--- config.mk ---
export PLATFORM = sky130hd
export DESIGN_NAME = adcsc_control
export DESIGN_NICKNAME = d
export VERILOG_FILES = /design/src/rtl/adcsc_control.v
export VERILOG_INCLUDE_DIRS = /design/src /design/src/pkg
export SDC_FILE = /design/constraint.sdc
export NUM_CORES = 1
export LEC_CHECK = 0
export BUFFER_PORTS_ARGS = -buffer_cell sky130_fd_sc_hd__buf_4
export CAP_MARGIN = 20
export CORE_MARGIN = 1
export CORE_UTILIZATION = 45
export DETAILED_ROUTE_END_ITERATION = 10
export PLACE_DENSITY = 0.63
export SYNTH_ARGS = -nofsm -noshare
export SYNTH_HDL_FRONTEND = slang
export SYNTH_SLANG_ARGS = --single-unit
export TNS_END_PERCENT = 100
--- constraint.sdc ---
create_clock -name clk_i -period 2.45 [get_ports clk_i]
set_clock_uncertainty 0.05 [all_clocks]
set_input_delay 0 -clock clk_i [delete_from_list [all_inputs] [get_ports clk_i]]
set_output_delay 0 -clock clk_i [all_outputs]
set_load 0.01 [all_outputs]
--- src/pkg/adcsc_defines.vh ---
`ifndef ADCSC_DEFINES_VH
`define ADCSC_DEFINES_VH
// register offsets (word index on the plain port)
`define ADCSC_ADDR_CTRL      4'h0
`define ADCSC_ADDR_SEL       4'h1
`define ADCSC_ADDR_RESULT    4'h2
`define ADCSC_ADDR_STATUS    4'h3
// control register field positions
`define ADCSC_B_DONE         0
`define ADCSC_B_SAMPLE_ENABLE         1
`define ADCSC_B_SAMPLE_AUTO_START         2
`define ADCSC_B_SIM          3
`define ADCSC_B_TRIG_LO      5
`define ADCSC_B_TRIG_HI      7
`define ADCSC_B_FMT_LO       8
`define ADCSC_B_FMT_HI       9
`define ADCSC_B_RES          10
`define ADCSC_CTRL_RESET     16'h0000
// select register: channel count field
`define ADCSC_B_CHPS_LO      0
`define ADCSC_B_CHPS_HI      1
// trigger source codes
`define ADCSC_TRIG_SW        3'h0
`define ADCSC_TRIG_PIN       3'h1
`define ADCSC_TRIG_TMR       3'h2
`define ADCSC_TRIG_PWM       3'h3
`define ADCSC_TRIG_AUTO      3'h7
// output format codes
`define ADCSC_FMT_INT        2'h0
`define ADCSC_FMT_SINT       2'h1
`define ADCSC_FMT_FRAC       2'h2
`define ADCSC_FMT_SFRAC      2'h3
// timing
`define ADCSC_AUTO_SAMPLE_NS 160
`define ADCSC_CLK_NS         10
`define ADCSC_AUTO_CYCLES    ((`ADCSC_AUTO_SAMPLE_NS + `ADCSC_CLK_NS - 1) / `ADCSC_CLK_NS)
`define ADCSC_CONV_CYCLES    14
`endif

--- src/rtl/adcsc_control.v ---
// The strobed register port and the register offsets are this design's own decisions.
`timescale 1ns/10ps
`default_nettype none
`include "adcsc_defines.vh"

module adcsc_control #(
  parameter CONV_CYCLES = `ADCSC_CONV_CYCLES,
  parameter AUTO_CYCLES = `ADCSC_AUTO_CYCLES
) (
  input  wire        clk_i,
  input  wire        sys_rst_i,
  input  wire [3:0]  addr_i,
  input  wire [15:0] wdata_i,
  input  wire        wr_i,
  input  wire        rd_i,
  output reg  [15:0] rdata_o,
  input  wire        external_interrupt_zero_pin_i,
  input  wire        general_timer_compare_i,
  input  wire        motor_control_pwm_end_i,
  input  wire [11:0] conv_data_i,
  output reg  [3:0]  sample_hold_o,
  output reg  [1:0]  convert_channel_o,
  output reg         converting_o
);

  // ----------------------------------------------------------------
  // state
  // ----------------------------------------------------------------
  localparam ST_IDLE   = 2'b00;
  localparam ST_SAMPLE = 2'b01;
  localparam ST_CONV   = 2'b10;

  // ----------------------------------------------------------------
  // programmer's view
  // ----------------------------------------------------------------
  // word 0, control:
  //   bit 0      done flag, set by the sequencer, cleared by a zero write
  //   bit 1      sample enable, one while the amplifiers track the input
  //   bit 2      auto start, re-arm sampling after the last conversion
  //   bit 3      simultaneous sampling, forced low in 12-bit mode
  //   bit 4      spare, reads zero
  //   bits 7:5   trigger source that ends sampling
  //   bits 9:8   output word format
  //   bit 10     resolution, one for 12-bit single channel
  //   bits 15:11 spare, read zero
  // word 1, channel count:
  //   bits 1:0   00 one channel, 01 two channels, 1x four channels
  // word 2, formatted result of the last channel of a round
  // word 3, status:
  //   bits 15:4  raw converter word of the latest conversion
  //   bits 2:1   channel index of the sequencer
  //   bit 0      converting flag as seen on the output pin
  // unmapped words read zero and ignore writes
  //
  // sequencer:
  //   idle    waits for software to raise sample enable
  //   sample  tracks the inputs until the chosen trigger fires
  //   conv    converts channel zero up to the last channel in turn,
  //           spending CONV_CYCLES clocks on each one
  // when auto start is set the sequencer goes straight back to sample
  // after the last channel, else it parks in idle
  //
  // hazards a user must know:
  //   a write that sets sample enable while a round is running is
  //   ignored; the write is not queued
  //   a zero write to sample enable only ends sampling with the
  //   software trigger; with any other source hardware ends it
  //   reserved trigger codes leave the block sampling forever, so
  //   software has to move to a valid code to get a result
  //   clearing done never stops a round; a completion in the same
  //   cycle as a clear leaves done set
  //   the result word is formatted with the format and resolution in
  //   force at the end of the round, not at its start

  reg [1:0]  state;
  reg [2:0]  trig_sel;
  reg [1:0]  fmt_sel;
  reg        res_sel;
  reg        sim_sel;
  reg        auto_start;
  reg        sample_enable;
  reg        done;
  reg [1:0]  chan_count;
  reg [15:0] result;
  reg [7:0]  conv_cnt;
  reg [7:0]  auto_cnt;
  reg [1:0]  chan_idx;
  reg [2:0]  pin_sync;
  reg        pin_seen;
  reg [11:0] raw;

  // ----------------------------------------------------------------
  // result formatting
  // ----------------------------------------------------------------
  function [15:0] fmt_word;
    input        res12;
    input [1:0]  fmt;
    input [11:0] d;
    begin
      if (res12) begin
        case (fmt)
          `ADCSC_FMT_INT:  fmt_word = {4'h0, d};
          `ADCSC_FMT_SINT: fmt_word = {{5{~d[11]}}, d[10:0]};
          `ADCSC_FMT_FRAC: fmt_word = {d, 4'h0};
          default:         fmt_word = {~d[11], d[10:0], 4'h0};
        endcase
      end else begin
        case (fmt)
          `ADCSC_FMT_INT:  fmt_word = {6'h00, d[9:0]};
          `ADCSC_FMT_SINT: fmt_word = {{7{~d[9]}}, d[8:0]};
          `ADCSC_FMT_FRAC: fmt_word = {d[9:0], 6'h00};
          default:         fmt_word = {~d[9], d[8:0], 6'h00};
        endcase
      end
    end
  endfunction

  // ----------------------------------------------------------------
  // pin synchroniser and edge
  // ----------------------------------------------------------------
  // three stages; a change counts once stages two and three agree
  always @(posedge clk_i or posedge sys_rst_i) begin
    if (sys_rst_i) begin
      pin_sync <= 3'h0;
      pin_seen <= 1'b0;
    end else begin
      pin_sync <= {pin_sync[1:0], external_interrupt_zero_pin_i};
      if (pin_sync[1] == pin_sync[2])
        pin_seen <= pin_sync[2];
    end
  end

  wire pin_rise = (pin_sync[1] == pin_sync[2]) & pin_sync[2] & ~pin_seen;

  // ----------------------------------------------------------------
  // trigger selection
  // ----------------------------------------------------------------
  reg hw_trig;
  always @* begin
    case (trig_sel)
      `ADCSC_TRIG_PIN:  hw_trig = pin_rise;
      `ADCSC_TRIG_TMR:  hw_trig = general_timer_compare_i;
      `ADCSC_TRIG_PWM:  hw_trig = motor_control_pwm_end_i;
      `ADCSC_TRIG_AUTO: hw_trig = (auto_cnt >= AUTO_CYCLES[7:0] - 8'h01);
      default:          hw_trig = 1'b0;
    endcase
  end

  wire ctrl_wr  = wr_i & (addr_i == `ADCSC_ADDR_CTRL);
  wire sw_set   = ctrl_wr & wdata_i[`ADCSC_B_SAMPLE_ENABLE] & ~sample_enable;
  wire sw_end   = ctrl_wr & ~wdata_i[`ADCSC_B_SAMPLE_ENABLE] & sample_enable & (trig_sel == `ADCSC_TRIG_SW);
  wire start_cv = (state == ST_SAMPLE) & (sw_end | ((trig_sel != `ADCSC_TRIG_SW) & hw_trig));

  // number of the last channel converted in one cycle
  function [1:0] last_chan;
    input [1:0] cnt;
    begin
      if (cnt[1])
        last_chan = 2'h3;
      else if (cnt[0])
        last_chan = 2'h1;
      else
        last_chan = 2'h0;
    end
  endfunction

  // end of the final channel; 12-bit mode only ever uses channel zero
  wire last_cv  = (state == ST_CONV) & (conv_cnt == CONV_CYCLES[7:0] - 8'h01) &
                  (res_sel | (chan_idx == last_chan(chan_count)));

  // ----------------------------------------------------------------
  // register writes and sequencer
  // ----------------------------------------------------------------
  always @(posedge clk_i or posedge sys_rst_i) begin
    if (sys_rst_i) begin
      state         <= ST_IDLE;
      trig_sel      <= 3'h0;
      fmt_sel       <= 2'h0;
      res_sel       <= 1'b0;
      sim_sel       <= 1'b0;
      auto_start    <= 1'b0;
      sample_enable <= 1'b0;
      done          <= 1'b0;
      chan_count    <= 2'h0;
      result        <= 16'h0000;
      conv_cnt      <= 8'h00;
      auto_cnt      <= 8'h00;
      chan_idx      <= 2'h0;
      raw           <= 12'h000;
    end else begin
      if (ctrl_wr) begin
        trig_sel   <= wdata_i[`ADCSC_B_TRIG_HI:`ADCSC_B_TRIG_LO];
        fmt_sel    <= wdata_i[`ADCSC_B_FMT_HI:`ADCSC_B_FMT_LO];
        res_sel    <= wdata_i[`ADCSC_B_RES];
        sim_sel    <= wdata_i[`ADCSC_B_SIM] & ~wdata_i[`ADCSC_B_RES];
        auto_start <= wdata_i[`ADCSC_B_SAMPLE_AUTO_START];
      end
      if (wr_i & (addr_i == `ADCSC_ADDR_SEL))
        chan_count <= wdata_i[`ADCSC_B_CHPS_HI:`ADCSC_B_CHPS_LO];
      if (ctrl_wr & ~wdata_i[`ADCSC_B_DONE])
        done <= 1'b0;
      auto_cnt <= (state == ST_SAMPLE) ? auto_cnt + 8'h01 : 8'h00;
      case (state)
        ST_IDLE: begin
          if (sw_set) begin
            sample_enable <= 1'b1;
            state         <= ST_SAMPLE;
          end
        end
        ST_SAMPLE: begin
          if (start_cv) begin
            sample_enable <= 1'b0;
            state         <= ST_CONV;
            conv_cnt      <= 8'h00;
            chan_idx      <= 2'h0;
            done          <= 1'b0;
          end
        end
        ST_CONV: begin
          conv_cnt <= conv_cnt + 8'h01;
          if (conv_cnt == CONV_CYCLES[7:0] - 8'h01) begin
            raw      <= conv_data_i;
            conv_cnt <= 8'h00;
            if (last_cv) begin
              result <= fmt_word(res_sel, fmt_sel, conv_data_i);
              done   <= 1'b1;
              if (auto_start) begin
                sample_enable <= 1'b1;
                state         <= ST_SAMPLE;
              end else begin
                state <= ST_IDLE;
              end
            end else begin
              chan_idx <= chan_idx + 2'h1;
            end
          end
        end
        default: state <= ST_IDLE;
      endcase
    end
  end

  // ----------------------------------------------------------------
  // sample/hold and channel outputs
  // ----------------------------------------------------------------
  reg [3:0] next_hold;
  always @* begin
    next_hold = 4'h0;
    if (state == ST_SAMPLE || (state == ST_IDLE && sw_set)) begin
      if (res_sel)
        next_hold = 4'h1;
      else if (sim_sel && chan_count[1])
        next_hold = 4'hf;
      else if (sim_sel && chan_count[0])
        next_hold = 4'h3;
      else
        next_hold = 4'h1;
    end
    if (start_cv)
      next_hold = 4'h0;
  end

  always @(posedge clk_i or posedge sys_rst_i) begin
    if (sys_rst_i) begin
      sample_hold_o     <= 4'h0;
      convert_channel_o <= 2'h0;
      converting_o      <= 1'b0;
    end else begin
      sample_hold_o     <= next_hold;
      convert_channel_o <= chan_idx;
      converting_o      <= (state == ST_CONV);
    end
  end

  // ----------------------------------------------------------------
  // read port
  // ----------------------------------------------------------------
  // timing seen by software:
  //   a read strobe in cycle n gives data in cycle n+1 only; the port
  //   returns zero in every other cycle, so a late capture reads zero
  //   a write in cycle n is visible to a read strobed in cycle n+1
  //   the status word shows the converting flag one clock behind the
  //   sequencer, the same as the pin does
  // the raw word keeps the last conversion of any channel, which helps
  // when checking a sequential round channel by channel
  // strobes may follow each other with no gap; the port never stalls
  always @(posedge clk_i or posedge sys_rst_i) begin
    if (sys_rst_i) begin
      rdata_o <= 16'h0000;
    end else if (rd_i) begin
      case (addr_i)
        `ADCSC_ADDR_CTRL:   rdata_o <= {5'h00, res_sel, fmt_sel, trig_sel, 1'b0, sim_sel,
                                        auto_start, sample_enable, done};
        `ADCSC_ADDR_SEL:    rdata_o <= {14'h0000, chan_count};
        `ADCSC_ADDR_RESULT: rdata_o <= result;
        `ADCSC_ADDR_STATUS: rdata_o <= {raw, 1'b0, chan_idx, converting_o};
        default:            rdata_o <= 16'h0000;
      endcase
    end else begin
      rdata_o <= 16'h0000;
    end
  end

endmodule // adcsc_control
`default_nettype wire

==> metrics <==
status=completed; DRC violations left=0; number of synthesized flops with an enable pin=0; WL/cell=16.49 um; RSZ-0062 raised after global routing=no; critical path's largest stage delay=0.40 ns; GR Util met1=31.81%; Die W=97.03 um; Post-Syn Area=4064 um2; clk sink count=86; synth unique cells=58; MaxCap Viol Count=0; final net count=512; max-slew violations=0; total power draw=3.899 mW; Iter 0 DRT Violations=158; Max Freq=438.9 MHz; I/O Buffers=55; CTS Buffer Depth=2; FF-to-FF path depth=8; min Tclk post-route=2.278 ns; crit-path cells=inv_1 > ha_1 > and2_1 > a32oi_1 > buf_4 > nor3_4 > and3b_2 > mux2_4; Routed Antenna Nets=0; Reg2Reg Setup Slack=0.17 ns; Leak=2.308 nW; post-synth top area share=52.96%; setup_tns=0 ns; IO Pins=62; gr usage total=21.56%; Worst Setup Start Kind=register; gpl congestion=0.8782; Rel. slew slack=48.56%; fraction of layout cells with a size suffix above 1=24.68%; antenna violations before repair=0; Crit. End Element=register; Initial Util=46.60%; met3 usage=3.685%; worst skew pair latency=0.36 ns; FILL cells=766; FP Rows=34; core footprint=8721 um2; Post-CTS Setup Inserts=0; Layout area overhead=25.52%; reg2reg start=state[1]; Final Hold Fails=0; post-synth top area cell=dfrtp_1; die height=97.03 um; top post-synthesis cells by area=dfrtp_1 (53%), mux2_2 (6.1%), nand2_1 (4.5%), a22oi_1 (3.3%), o21ai_0 (2.7%); Worst-Margin Slew=0.7708 ns; final setup vio count=0; Hold Path Origin=addr_i[1]; largest net degree at the start of global routing=45; iteration count of the initial detailed-routing pass=4; RR Endpoint=state[0]; Hold WS=0.07420 ns; DRT Wirelength=9529 um; Num CTS Buffers=9; Hold EP=rdata_o[1]; Yosys reg bits=86; critical path class=reg -> reg; Reg clk slew, reported paths=0.10 ns; Inst Count DP=536; via count=3162; CP max FO=8; Syn Nets=428; busiest grt layer=met2; vias in the first global route=3146; grt total ovfl=0; ys flop type=dfrtp_1; pwr dens=764.3 nW/um2; crit path DAT=2.48 ns; vias per cell=5.471; maximum VDD drop=0.3645 mV; CTS H-tree depth=3; CTS root buf=clkbuf_8; hold-critical path depth=4; Worst EP required=2.65 ns; global-route wire length before repair=15980 um; ant diodes=0; delay-heaviest family, CP=simple AND/OR/NAND/NOR gates; Syn Area/Cell=10.67 um2; async set-reset flop share out of synthesis=100.0%; fin crit share=93.00%; Ys Warns=0; register area share after synthesis=52.96%; worst hold path type=in -> reg; dpl hpwl=6570 um; Die Area=9415 um2; CTS tree=built; met2 Usage GRT=32.23%; Slowest-stage cell, CP=dfrtp_1; cells after synthesis=381; Critical path buffers and inverters=2; non-filler instance count after layout=578
[area by class of cell]
cell class	count	area, um2	area share [%]
Sequential cell	86	2152	42.19
Multi-Input combinational cell	264	1792	35.12
Timing Repair Buffer	93	773.2	15.16
Clock buffer	10	137.6	2.698
Tap cell	108	135.1	2.649
Clock inverter	6	68.82	1.349
Inverter	11	42.54	0.8339
[timing repair]
item | 4_1_cts | 5_1_grt
hold endpoints to repair | 77 | 0
resized for setup | 0 | 1
hold buffers | 26 | 0
endpoints found under the setup margin | 0 | 6
[power by group]
group          leakage (nW)  switching (mW)  internal (mW)
Combinational          1.14           0.586          0.511
Sequential             1.08           0.181           1.59
Clock                0.0912           0.530          0.502
Total                  2.31            1.30           2.60
[synth_stat cells (3+ instances only)]
library cell / count
clkbuf_1: 12
xor2_1: 5
a21o_1: 3
nand3_1: 11
mux2_2: 22
o21ai_0: 22
nor2_1: 26
nand2b_1: 5
mux2i_1: 6
a211oi_1: 3
dfrtp_1: 86
a22oi_1: 18
inv_1: 10
a31oi_1: 7
nor3b_1: 3
xnor2_1: 4
nand3b_1: 6
o31ai_1: 3
a21oi_1: 18
ha_1: 8
nand2_1: 49
buf_2: 6
and3_1: 6
[worst min-delay path: stages]
cell	delay [ns]
buf_4	0.11
nor2_1	0.07
a22oi_1	0.17
a21oi_1	0.08
[layout by cell type, fill, tap and decap left out, types with 10 or more instances in the layout]
master         instances
nand3_1               11
dfrtp_1               86
a22oi_1               18
dlygate4sd3_1         26
nand2_1               49
a21oi_1               18
mux2_2                22
nor2_1                26
clkbuf_8              10
buf_4                 65
o21ai_0               22
[cells by family after synthesis]
group                      count (synthesis)  synth area share (%)
AOI/OAI and AO/OA                         91                 14.62
xor gates and xnor gates                   9                 1.940
adders and majority gates                  8                 2.463
buffers and inverters                     31                 3.140
DFF                                       86                 52.96
muxes                                     29                 7.943
and+or+nand+nor                          127                 16.93
[registers in the layout, indices dropped and copies added (netlist names), 2 cells and up]
register and cells:
auto_cnt 8, chan_count 2, chan_idx 2, conv_cnt 8, convert_channel_o 2, fmt_sel 2, pin_sync 3, raw 12
rdata_o 16, result 16, sample_hold_o 3, state 2, trig_sel 3
[through the flow]
step           util [%]  cell area, um2  setup slack, ns
4_1_cts           58.41            5094          0.08165
5_1_grt           58.49            5101         0.004000
3_5_place_dp      53.06            4627          0.05937
6_report          58.49            5101           0.1716
2_1_floorplan         -            4064           0.1782
3_3_place_gp      53.00            4622         -0.08552
[layer usage]
metal  share of wire [%]  vias up
met3                 4.6        8
met4                0.71        0
met2                  46       76
met1                  48     1552
li1                    -     1526
met5                   0        -
[how the worst max path moves through the flow]
stage / from / to / cells after the start
2_1_floorplan: sys_rst_i / auto_cnt[0] / 1
3_3_place_gp: state[1] / conv_cnt[7] / 7
3_5_place_dp: state[1] / conv_cnt[4] / 8
4_1_cts: state[1] / conv_cnt[4] / 8
5_1_grt: state[1] / state[0] / 8
6_report: state[1] / state[0] / 8
Note: power is estimated with default switching activity, not from simulation.
